<file path="src/atd_params.svh">
// Offsets, field positions, reset values and timing counts of the trigger and delay control
`ifndef ATD_PARAMS_SVH
`define ATD_PARAMS_SVH
// ----------------------------------------------------------------
// Register byte offsets
// ----------------------------------------------------------------
`define ATD_OFF_CTRL       8'h00
`define ATD_OFF_START      8'h04
`define ATD_OFF_STATUS     8'h08
`define ATD_OFF_INJ_SEQ    8'h0c
`define ATD_OFF_REG_SEQ1   8'h10
`define ATD_OFF_RESULT     8'h24
`define ATD_REG_SEQ_COUNT  5
// ----------------------------------------------------------------
// Field positions
// ----------------------------------------------------------------
`define ATD_CTRL_REG_EDGE  0
`define ATD_CTRL_INJ_EDGE  2
`define ATD_CTRL_REG_SRC   4
`define ATD_CTRL_INJ_SRC   8
`define ATD_CTRL_DEPTH     12
`define ATD_CTRL_DELS      14
`define ATD_CTRL_PER_CONVERSION_FLAG_SELECT      17
`define ATD_CTRL_AUTO      18
`define ATD_START_REG      0
`define ATD_START_INJ      1
`define ATD_STAT_EOC       0
`define ATD_STAT_JDONE     1
`define ATD_STAT_RNR       2
`define ATD_STAT_JNR       3
`define ATD_STAT_RBUSY     4
`define ATD_STAT_JBUSY     5
// ----------------------------------------------------------------
// Reset values
// ----------------------------------------------------------------
`define ATD_RST_CTRL       32'h0000_0000
`define ATD_RST_SEQ        32'h0000_0000
// ----------------------------------------------------------------
// Timing counts in clock cycles
// ----------------------------------------------------------------
`define ATD_SAMPLE_CYC     5'h04
`define ATD_CONV_12B       5'h0c
`define ATD_CONV_10B       5'h0b
`define ATD_CONV_8B        5'h09
`define ATD_CONV_6B        5'h07
`define ATD_MUTE_CYC       2'h2
`define ATD_ABORT_CONV_CYC 4'h5
`define ATD_ABORT_BUS_CYC  4'h5
`define ATD_EOC_SYNC_CYC   12'h001
`define ATD_END_SYNC_CYC   12'h003
`define ATD_DLY_BASE       4
`endif

</file>
<file path="src/atd_pkg.sv">
// Types shared by the trigger and delay control
package atd_pkg;
	typedef enum logic [1:0] {phase_idle, phase_reg, phase_inj} atd_phase_type;
	typedef struct packed {
		logic               ap_valid;
		logic               ap_write;
		logic [7:0]         ap_addr;
		logic [31:0]        hrdata;
		logic [1:0]         reg_edge;
		logic [1:0]         inj_edge;
		logic [3:0]         reg_src;
		logic [3:0]         inj_src;
		logic [1:0]         depth;
		logic [2:0]         dels;
		logic               per_conversion_flag_select;
		logic               auto_inj;
		logic [31:0]        inj_seq;
		logic [4:0][31:0]   reg_seq;
		logic [1:0]         reg_sync;
		logic [1:0]         inj_sync;
		logic               reg_prev;
		logic               inj_prev;
		logic [1:0]         reg_mute;
		logic [1:0]         inj_mute;
		atd_phase_type      st;
		logic [4:0]         conv_cnt;
		logic [4:0]         reg_idx;
		logic [1:0]         inj_idx;
		logic               reg_pend;
		logic               inj_pend;
		logic [11:0]        reg_dly;
		logic [11:0]        inj_dly;
		logic               reg_hold;
		logic               inj_hold;
		logic [3:0]         reg_nr;
		logic [3:0]         inj_nr;
		logic               eoc;
		logic               jdone;
		logic [15:0]        result;
	} atd_state_type;
endpackage

</file>
<file path="src/atd_trigger_ctrl.sv">
// Trigger selection, abort, resolution timing, freeze and delay insertion for a SAR converter
// Notes on behaviour
// - Edge field: off, rising, falling, both
// - Edge field changes take effect on fly
// - Four-bit source selector per group
// - Regular: timers 0-10, reserved, pin 15
// - Injected: own timers, reserved, own pin
// - Injected trigger interrupts running regular conversion
// - Source change mutes detection two cycles
// - Injected sequence write aborts, clears pending
// - Abort recovery time; poll not-ready flag
// - Regular sequence write aborts, clears pending
// - Resolution sets conversion length after sample
// - Delay after conversions; same-group triggers ignored
// - No cross-group delay; injected starts immediately
// - Resumed regular waits only own delay
// - Auto mode: regular waits injected delay
// - Auto mode: late regular trigger held pending
// - Freeze: wait for result read/flag clear
// - Delay mode: wait configured cycles per group
// - Flag select moves regular delay to sequence end
// - Gap adds conversion and delay sync cycles
// - Flag select: done flag per conversion/sequence
// - Auto mode converts injected after regular
//
// Decided for this implementation: the AHB-Lite slave port and the register addresses.
`timescale 1ns/1ns
`include "atd_params.svh"
module atd_trigger_ctrl #(
	parameter int DLY_BASE = `ATD_DLY_BASE
) (
	// Clock and reset
	input  wire logic         hclk,
	input  wire logic         hresetn,
	// AHB-Lite slave
	input  wire logic         hsel,
	input  wire logic [31:0]  haddr,
	input  wire logic [1:0]   htrans,
	input  wire logic         hwrite,
	input  wire logic [2:0]   hsize,
	input  wire logic [31:0]  hwdata,
	input  wire logic         hready,
	output logic              hreadyout,
	output logic              hresp,
	output logic [31:0]       hrdata,
	// Trigger sources
	input  wire logic [10:0]  reg_timer_events,
	input  wire logic         reg_pin_line,
	input  wire logic [10:0]  inj_timer_events,
	input  wire logic         inj_pin_line,
	// Converter activity
	output logic              regular_busy,
	output logic              injected_busy
);
	import atd_pkg::*;

	// ----------------------------------------------------------------
	// Parameter check and helpers
	// ----------------------------------------------------------------
	// Longest delay is DLY_BASE << 6 plus sync cycles; it must fit 12 bits
	// Checked while elaborating, so a bad value never reaches a netlist
	if (DLY_BASE < 1 || DLY_BASE > 63) begin : g_bad_dly_base
		$error("DLY_BASE out of range 1..63");
	end

	// Sum of both recovery spans, so a polling driver never restarts early
	localparam logic [3:0] ABORT_CYC = `ATD_ABORT_CONV_CYC + `ATD_ABORT_BUS_CYC;

	// Edge decode shared by both groups
	function automatic logic edge_hit(input logic [1:0] mode, input logic cur, input logic prev);
		unique case (mode)
			2'h0: edge_hit = 1'b0;
			2'h1: edge_hit = cur & ~prev;
			2'h2: edge_hit = ~cur & prev;
			2'h3: edge_hit = cur ^ prev;
		endcase
	endfunction

	// Reserved codes select nothing so they can never fire
	// The pin line always sits behind the top code of each group
	function automatic logic src_pick(input logic [3:0] sel, input logic [10:0] ev, input logic pin);
		if (sel <= 4'ha) begin
			src_pick = ev[sel];
		end else if (sel == 4'hf) begin
			src_pick = pin;
		end else begin
			src_pick = 1'b0;
		end
	endfunction

	// Sample time plus resolution-dependent conversion cycles
	function automatic logic [4:0] conv_len(input logic [1:0] depth);
		unique case (depth)
			2'h0: conv_len = `ATD_SAMPLE_CYC + `ATD_CONV_12B;
			2'h1: conv_len = `ATD_SAMPLE_CYC + `ATD_CONV_10B;
			2'h2: conv_len = `ATD_SAMPLE_CYC + `ATD_CONV_8B;
			2'h3: conv_len = `ATD_SAMPLE_CYC + `ATD_CONV_6B;
		endcase
	endfunction

	// Delay length grows by powers of two with the selector code
	function automatic logic [11:0] dly_len(input logic [2:0] dels);
		dly_len = (12'(DLY_BASE) << (dels - 3'h1)) + `ATD_EOC_SYNC_CYC + `ATD_END_SYNC_CYC;
	endfunction

	// ----------------------------------------------------------------
	// State
	// ----------------------------------------------------------------
	atd_state_type s;
	atd_state_type n;
	logic          ap;
	logic          wr;
	logic          soft_r;
	logic          soft_j;
	logic          reg_hw;
	logic          inj_hw;
	logic          reg_go;
	logic          inj_go;
	logic          eoc_set;
	logic          eoc_clr;
	logic          jdone_set;
	logic          jdone_clr;
	logic          rhold_set;
	logic          jhold_set;
	logic          reg_last;
	logic          inj_last;
	logic          reg_abort;
	logic          inj_abort;

	// Slave never stretches; every transfer answers OKAY
	assign hreadyout     = 1'b1;
	assign hresp         = 1'b0;
	assign hrdata        = s.hrdata;
	assign regular_busy  = (s.st == phase_reg);
	assign injected_busy = (s.st == phase_inj);

	// ----------------------------------------------------------------
	// Next-state logic
	// ----------------------------------------------------------------
	always_comb begin
		n         = s;
		eoc_set   = 1'b0;
		jdone_set = 1'b0;
		rhold_set = 1'b0;
		jhold_set = 1'b0;
		reg_abort = 1'b0;
		inj_abort = 1'b0;

		// Bus address phase captured; writes land in the data phase
		ap         = hsel && hready && htrans[1];
		n.ap_valid = ap;
		n.ap_write = hwrite;
		n.ap_addr  = haddr[7:0];
		wr         = s.ap_valid && s.ap_write;
		soft_r     = wr && s.ap_addr == `ATD_OFF_START && hwdata[`ATD_START_REG];
		soft_j     = wr && s.ap_addr == `ATD_OFF_START && hwdata[`ATD_START_INJ];
		jdone_clr  = wr && s.ap_addr == `ATD_OFF_STATUS && hwdata[`ATD_STAT_JDONE];
		// Reading the result clears the end flag just like writing its clear bit
		eoc_clr    = (wr && s.ap_addr == `ATD_OFF_STATUS && hwdata[`ATD_STAT_EOC]) ||
		             (ap && !hwrite && haddr[7:0] == `ATD_OFF_RESULT);

		// Read data registered at the address phase, zero when unmapped
		if (ap && !hwrite) begin
			n.hrdata = 32'h0000_0000;
			unique case (haddr[7:0])
				`ATD_OFF_CTRL:    n.hrdata = {13'h0000, s.auto_inj, s.per_conversion_flag_select, s.dels, s.depth,
				                              s.inj_src, s.reg_src, s.inj_edge, s.reg_edge};
				`ATD_OFF_STATUS:  n.hrdata = {26'h000_0000, s.st == phase_inj, s.st == phase_reg,
				                              s.inj_nr != 4'h0, s.reg_nr != 4'h0, s.jdone, s.eoc};
				`ATD_OFF_INJ_SEQ: n.hrdata = s.inj_seq;
				`ATD_OFF_RESULT:  n.hrdata = {16'h0000, s.result};
				default: begin
					for (int i = 0; i < `ATD_REG_SEQ_COUNT; i++) begin
						if (haddr[7:0] == 8'(`ATD_OFF_REG_SEQ1 + 4 * i)) begin
							n.hrdata = s.reg_seq[i];
						end
					end
				end
			endcase
		end

		// Two-flop synchronisers; only the second stage feeds the edge detect
		n.reg_sync = {s.reg_sync[0], src_pick(s.reg_src, reg_timer_events, reg_pin_line)};
		n.inj_sync = {s.inj_sync[0], src_pick(s.inj_src, inj_timer_events, inj_pin_line)};
		n.reg_prev = s.reg_sync[1];
		n.inj_prev = s.inj_sync[1];
		reg_hw     = s.reg_mute == 2'h0 && edge_hit(s.reg_edge, s.reg_sync[1], s.reg_prev);
		inj_hw     = s.inj_mute == 2'h0 && edge_hit(s.inj_edge, s.inj_sync[1], s.inj_prev);

		// Down counters that stop at zero
		if (s.reg_mute != 2'h0) n.reg_mute = s.reg_mute - 2'h1;
		if (s.inj_mute != 2'h0) n.inj_mute = s.inj_mute - 2'h1;
		if (s.reg_dly != 12'h000) n.reg_dly = s.reg_dly - 12'h001;
		if (s.inj_dly != 12'h000) n.inj_dly = s.inj_dly - 12'h001;
		if (s.reg_nr != 4'h0) n.reg_nr = s.reg_nr - 4'h1;
		if (s.inj_nr != 4'h0) n.inj_nr = s.inj_nr - 4'h1;

		// Start conditions; injected never waits for the regular delay
		inj_go   = s.inj_pend && s.inj_dly == 12'h000 && !s.inj_hold && s.inj_nr == 4'h0;
		reg_go   = s.reg_pend && s.reg_dly == 12'h000 && !s.reg_hold && s.reg_nr == 4'h0 &&
		           !(s.auto_inj && (s.inj_dly != 12'h000 || s.inj_hold));
		reg_last = s.reg_idx == s.reg_seq[0][4:0];
		inj_last = s.inj_idx == s.inj_seq[1:0];

		// Sequencer
		unique case (s.st)
			phase_idle: begin
				if (inj_go) begin
					n.st       = phase_inj;
					n.inj_pend = 1'b0;
					n.inj_idx  = 2'h0;
					n.conv_cnt = conv_len(s.depth) - 5'h01;
				end else if (reg_go) begin
					n.st       = phase_reg;
					n.reg_pend = 1'b0;
					n.conv_cnt = conv_len(s.depth) - 5'h01;
				end
			end
			phase_reg: begin
				if (inj_go && !s.auto_inj) begin
					// Interrupted conversion is redone from the same position
					n.st       = phase_inj;
					n.reg_pend = 1'b1;
					n.inj_pend = 1'b0;
					n.inj_idx  = 2'h0;
					n.conv_cnt = conv_len(s.depth) - 5'h01;
				end else if (s.conv_cnt != 5'h00) begin
					n.conv_cnt = s.conv_cnt - 5'h01;
				end else begin
					n.st       = phase_idle;
					n.result   = s.result + 16'h0001;
					n.reg_idx  = reg_last ? 5'h00 : s.reg_idx + 5'h01;
					n.reg_pend = !reg_last;
					eoc_set    = s.per_conversion_flag_select || reg_last;
					rhold_set  = s.dels == 3'h1;
					if (s.dels > 3'h1 && (!s.per_conversion_flag_select || reg_last)) begin
						n.reg_dly = dly_len(s.dels);
					end
					if (reg_last && s.auto_inj) begin
						n.inj_pend = 1'b1;
					end
				end
			end
			phase_inj: begin
				if (s.conv_cnt != 5'h00) begin
					n.conv_cnt = s.conv_cnt - 5'h01;
				end else if (!inj_last) begin
					n.inj_idx  = s.inj_idx + 2'h1;
					n.conv_cnt = conv_len(s.depth) - 5'h01;
				end else begin
					n.st      = phase_idle;
					jdone_set = 1'b1;
					jhold_set = s.dels == 3'h1;
					if (s.dels > 3'h1) begin
						n.inj_dly = dly_len(s.dels);
					end
				end
			end
		endcase

		// Triggers in their own group's delay are dropped, later ones held
		if ((reg_hw || soft_r) && s.reg_dly == 12'h000) begin
			n.reg_pend = 1'b1;
		end
		if (((inj_hw && !s.auto_inj) || soft_j) && s.inj_dly == 12'h000) begin
			n.inj_pend = 1'b1;
		end

		// Control writes; edge fields apply at once, source change mutes
		if (wr && s.ap_addr == `ATD_OFF_CTRL) begin
			n.reg_edge = hwdata[`ATD_CTRL_REG_EDGE +: 2];
			n.inj_edge = hwdata[`ATD_CTRL_INJ_EDGE +: 2];
			n.reg_src  = hwdata[`ATD_CTRL_REG_SRC +: 4];
			n.inj_src  = hwdata[`ATD_CTRL_INJ_SRC +: 4];
			n.depth    = hwdata[`ATD_CTRL_DEPTH +: 2];
			n.dels     = hwdata[`ATD_CTRL_DELS +: 3];
			n.per_conversion_flag_select     = hwdata[`ATD_CTRL_PER_CONVERSION_FLAG_SELECT];
			n.auto_inj = hwdata[`ATD_CTRL_AUTO];
			if (hwdata[`ATD_CTRL_REG_SRC +: 4] != s.reg_src) n.reg_mute = `ATD_MUTE_CYC;
			if (hwdata[`ATD_CTRL_INJ_SRC +: 4] != s.inj_src) n.inj_mute = `ATD_MUTE_CYC;
		end

		// Sequence writes abort their group, overriding its pending and index fields above; same-cycle starts run except an injected preemption on a regular write
		if (wr && s.ap_addr == `ATD_OFF_INJ_SEQ) begin
			inj_abort = 1'b1;
			n.inj_seq = hwdata;
		end
		for (int i = 0; i < `ATD_REG_SEQ_COUNT; i++) begin
			if (wr && s.ap_addr == 8'(`ATD_OFF_REG_SEQ1 + 4 * i)) begin
				reg_abort    = 1'b1;
				n.reg_seq[i] = hwdata;
			end
		end
		if (inj_abort) begin
			if (s.st == phase_inj) n.st = phase_idle;
			n.inj_pend = 1'b0;
			n.inj_idx  = 2'h0;
			n.inj_nr   = ABORT_CYC;
		end
		if (reg_abort) begin
			if (s.st == phase_reg) n.st = phase_idle;
			n.reg_pend = 1'b0;
			n.reg_idx  = 5'h00;
			n.reg_nr   = ABORT_CYC;
		end

		// Sticky flags; a set in the same cycle as a clear wins
		// A freeze hold outlives a mode change; reading the result releases the regular one, the injected one needs its flag clear
		n.eoc      = (s.eoc & ~eoc_clr) | eoc_set;
		n.jdone    = (s.jdone & ~jdone_clr) | jdone_set;
		n.reg_hold = (s.reg_hold & ~eoc_clr) | rhold_set;
		n.inj_hold = (s.inj_hold & ~jdone_clr) | jhold_set;
	end

	// ----------------------------------------------------------------
	// State register
	// ----------------------------------------------------------------
	always_ff @(posedge hclk or negedge hresetn) begin
		if (!hresetn) begin
			s          <= '0;
			s.st       <= phase_idle;
			s.inj_seq  <= `ATD_RST_SEQ;
			s.reg_seq  <= {`ATD_REG_SEQ_COUNT{`ATD_RST_SEQ}};
			s.reg_edge <= 2'(`ATD_RST_CTRL >> `ATD_CTRL_REG_EDGE);
		end else begin
			s <= n;
		end
	end
endmodule

</file>
<file path="config.mk">
export PLATFORM = sky130hd
export DESIGN_NAME = atd_trigger_ctrl
export DESIGN_NICKNAME = d
export VERILOG_FILES = /design/src/atd_pkg.sv /design/src/atd_trigger_ctrl.sv
export VERILOG_INCLUDE_DIRS = /design/src
export SDC_FILE = /design/constraint.sdc
export NUM_CORES = 1
export LEC_CHECK = 0
export BUFFER_PORTS_ARGS = -buffer_cell sky130_fd_sc_hd__buf_2
export CAP_MARGIN = 20
export CORE_MARGIN = 2
export CORE_UTILIZATION = 50
export DETAILED_ROUTE_END_ITERATION = 10
export PLACE_DENSITY = 0.69
export SLEW_MARGIN = 20
export SYNTH_ARGS = -nofsm -noshare
export SYNTH_HDL_FRONTEND = slang
export SYNTH_SLANG_ARGS = --single-unit
</file>
<file path="constraint.sdc">
create_clock -name hclk -period 5.55 [get_ports hclk]
set_clock_uncertainty 0.15 [all_clocks]
set_input_delay 0.2775 -clock hclk [delete_from_list [all_inputs] [get_ports hclk]]
set_output_delay 0.2775 -clock hclk [all_outputs]
set_load 0.02 [all_outputs]
</file>
==> impl_metrics.ini <==
[outcome]
status = finished clean

[worst_setup_path]
crit_buf_inv = 2
r2r_cells = 9
critPathMaxFanout = 26
cp-start-kind = input pin
crit_type = input pin to flop
critPathCaptureType = flop
path_delay_family = simple AND/OR/NAND/NOR gates
cpPeakStageDelay_ns = 0.93
slowest_stage = nor2_1
timing.rr.end = s[65]$_DFFE_PN0P_
rrSetupSlack_ns = 2.09
required_ns = 5.87
reg2reg_from = s[28]$_DFF_PN0_
cp.arrival_ns = 3.80
crit_chain = dlygate4sd3_1 > buf_2 > or2_2 > or4_1 > nor2_1 > a221oi_1 > o2111ai_1 > o21a_1

[flow_run]
cap_violations = 0

[sta]
tns_ns = 0
worst_pin_slew_ns = 1.13
rsz0062_at_grt = false
worst_slack_ns = 2.07
fin_crit_ns = 3.48
drv_slew = 0
slew_headroom = 0.249
hold_viol_final = 0
finalCritPeriodShare = 0.627
fmax_mhz = 287
setup_viol = 0

[floorplanning]
boundaryPins = 134
dieWidth_um = 183
die_height_um = 183
dieArea_um2 = 33500
initial_core_util = 0.508
fp-row-count = 65
core_area_um2 = 31600

[detailed_routing]
firstDrtPassIters = 5
vias = 11463
ant_nets = 0
drc = 0
viasPerCell = 5.94
drt_iter0_markers = 739
totalWireLength_um = 39800
wire_per_inst_um = 20.6

[pwr]
powerDensity_nw_per_um2 = 366
leakagePower_nw = 7.92
sw_frac_of_total = 0.282
power_frac_seq = 0.434
clockPowerShare = 0.390
peakVddDrop_mv = 0.263
p_int_w = 0.00485
comb_power_share = 0.176
p_switching_w = 0.00191

[synth]
yosysTopAreaCellShare = 0.517
synth_warnings = 0
netlist_instances = 1415
synth_top_area_cell = dfrtp_1
synth_nets = 1534
syn_area_um2 = 16000
yosys-top-cells-area = dfrtp_1 52%, mux2_2 13%, nand2_1 4.1%
synthMostInstantiatedCell = dfrtp_1
synthTopCellsByCount = 331 x dfrtp_1, 187 x mux2_2, 175 x nand2_1, 93 x nor2_1, 61 x clkbuf_1
synth_edf_count = 0
async_flop_share = 1.00
synth_cell_types = 73
synth-seq-area-share = 0.517
yosys_register_bits = 331
synthFlopType = dfrtp_1
syn_avg_cell_area_um2 = 11.3

[cells_and_area]
seqCellArea_um2 = 8280
nNetsFinal = 1619
diodes = 0
fillCellCount = 2573
drive_gt1_frac = 0.269
syn_to_final_growth_pct = 15.1
multi_input_area_um2 = 7120

[clocking]
cts_max_level = 2
cts_root_buf = clkbuf_16
cts.clk_slew.worst_paths_ns = 0.06
clock_sinks = 331
cts_tree = done
clk_latency_ns = 0.53
cts_buffers = 37
cts_buffer_depth = 3

[global_routing]
grt_pass1_wl_um = 64300
grt_antenna_before_repair = 0
grtUsageTotal = 0.243
gr-total-overflow = 0
grt_max_degree = 128
grt_pass1_vias = 11478

[placed_design]
dp_hpwl_um = 24700
dp_slack_ns = 2.09
portBuffers = 103
gp_congestion = 0.858

[min_path]
hold_end = n[75]$_DFF_PN0_
hp-start = inj_pin_line
hold_path_depth = 5
min_path_type = input pin to flop
[how the worst max path moves through the flow]
stage                                from                     to  slack [ns]  cells after the start
after floorplan           s[28]$_DFF_PN0_      s[65]$_DFFE_PN0P_        2.97                      9
after global placement           haddr[1]  hrdata[4]$_DFFE_PN0P_        2.15                      7
after detailed placement         haddr[1]  hrdata[4]$_DFFE_PN0P_        2.09                      7
after CTS                        haddr[1]  hrdata[4]$_DFFE_PN0P_        2.11                      8
after global routing      s[28]$_DFF_PN0_      s[65]$_DFFE_PN0P_        1.93                      9
final                            haddr[0]  hrdata[4]$_DFFE_PN0P_        2.07                      8
[state kept, by name, summed over array words and instances, names as in the netlist]
register,cells
s,295
n,4
hrdata,32
[placed cells by master (no fill, tap or decap), types with 22 or more instances in the layout]
| master | synthesis | routed |
|---|---|---|
| xnor2_1 | 38 | 38 |
| mux2i_1 | 38 | 38 |
| a31oi_1 | 29 | 29 |
| buf_2 | 4 | 102 |
| mux2_2 | 187 | 187 |
| nor2_1 | 93 | 88 |
| inv_1 | 25 | 25 |
| nand2_1 | 175 | 175 |
| a22oi_1 | 22 | 22 |
| o21ai_0 | 46 | 46 |
| a21oi_1 | 33 | 33 |
| dlygate4sd3_1 | 0 | 44 |
| clkbuf_16 | 0 | 38 |
| dfrtp_1 | 331 | 331 |
[per-stage QoR]
stage,util,instance area (µm²),total power [W],std cells,hold slack (ns)
3_3_place_gp,0.528,16700,0.00409,1819,0.186
5_1_grt,0.584,18400,0.00710,1930,0.0552
3_5_place_dp,0.528,16700,0.00413,1819,0.186
6_report,0.584,18400,0.00676,1930,0.0262
4_1_cts,0.584,18400,0.00680,1930,0.00636
2_1_floorplan,-,16000,0.00384,1415,-0.168
[cell type report]
cell class | instances | area share
Clock inverter | 14 | 0.0125
Timing Repair Buffer | 165 | 0.0604
Tap cell | 402 | 0.0273
Sequential cell | 331 | 0.449
Clock buffer | 53 | 0.0595
Multi-Input combinational cell | 940 | 0.386
Inverter | 25 | 0.00509
[metal layers]
layer,GRT usage,vias up,part of all wire
met3,0.0377,66,0.051
met1,0.330,5865,0.44
met2,0.409,314,0.49
met4,0.0688,0,0.021
li1,-,5218,-
met5,0,-,0
[worst min-delay path, delay by kind of cell]
family                 cells  cell delay [ns]
AOI/OAI and AO/OA          2             0.19
and+or+nand+nor            2             0.13
buffers and inverters      1             0.08
[cell families (layout without fill, tap and decap cells)]
family / count (synthesis) / count (layout) / synth area share
and+or+nand+nor: 401 / 401 / 0.120
DFF: 331 / 331 / 0.517
muxes: 244 / 244 / 0.182
AOI/OAI and AO/OA: 220 / 220 / 0.0939
buffers and inverters: 144 / 257 / 0.0425
xor gates and xnor gates: 52 / 52 / 0.0284
adders and majority gates: 21 / 21 / 0.0164
other: 2 / 2 / 0.000469
[power groups by stage]
stage	Sequential [W]	Clock, W	Combinational [W]
after floorplan	0.00290	0	0.000942
after global placement	0.00296	0	0.00113
after detailed placement	0.00297	0	0.00117
after CTS	0.00293	0.00267	0.00120
after global routing	0.00297	0.00279	0.00134
final	0.00293	0.00263	0.00119
[timing repair]
item	CTS	global route
hold buffers	44	0
gates resized for setup	0	0
hold endpoints to repair	296	0
buffers inserted	0	0
Note: power is estimated with default switching activity, not from simulation.
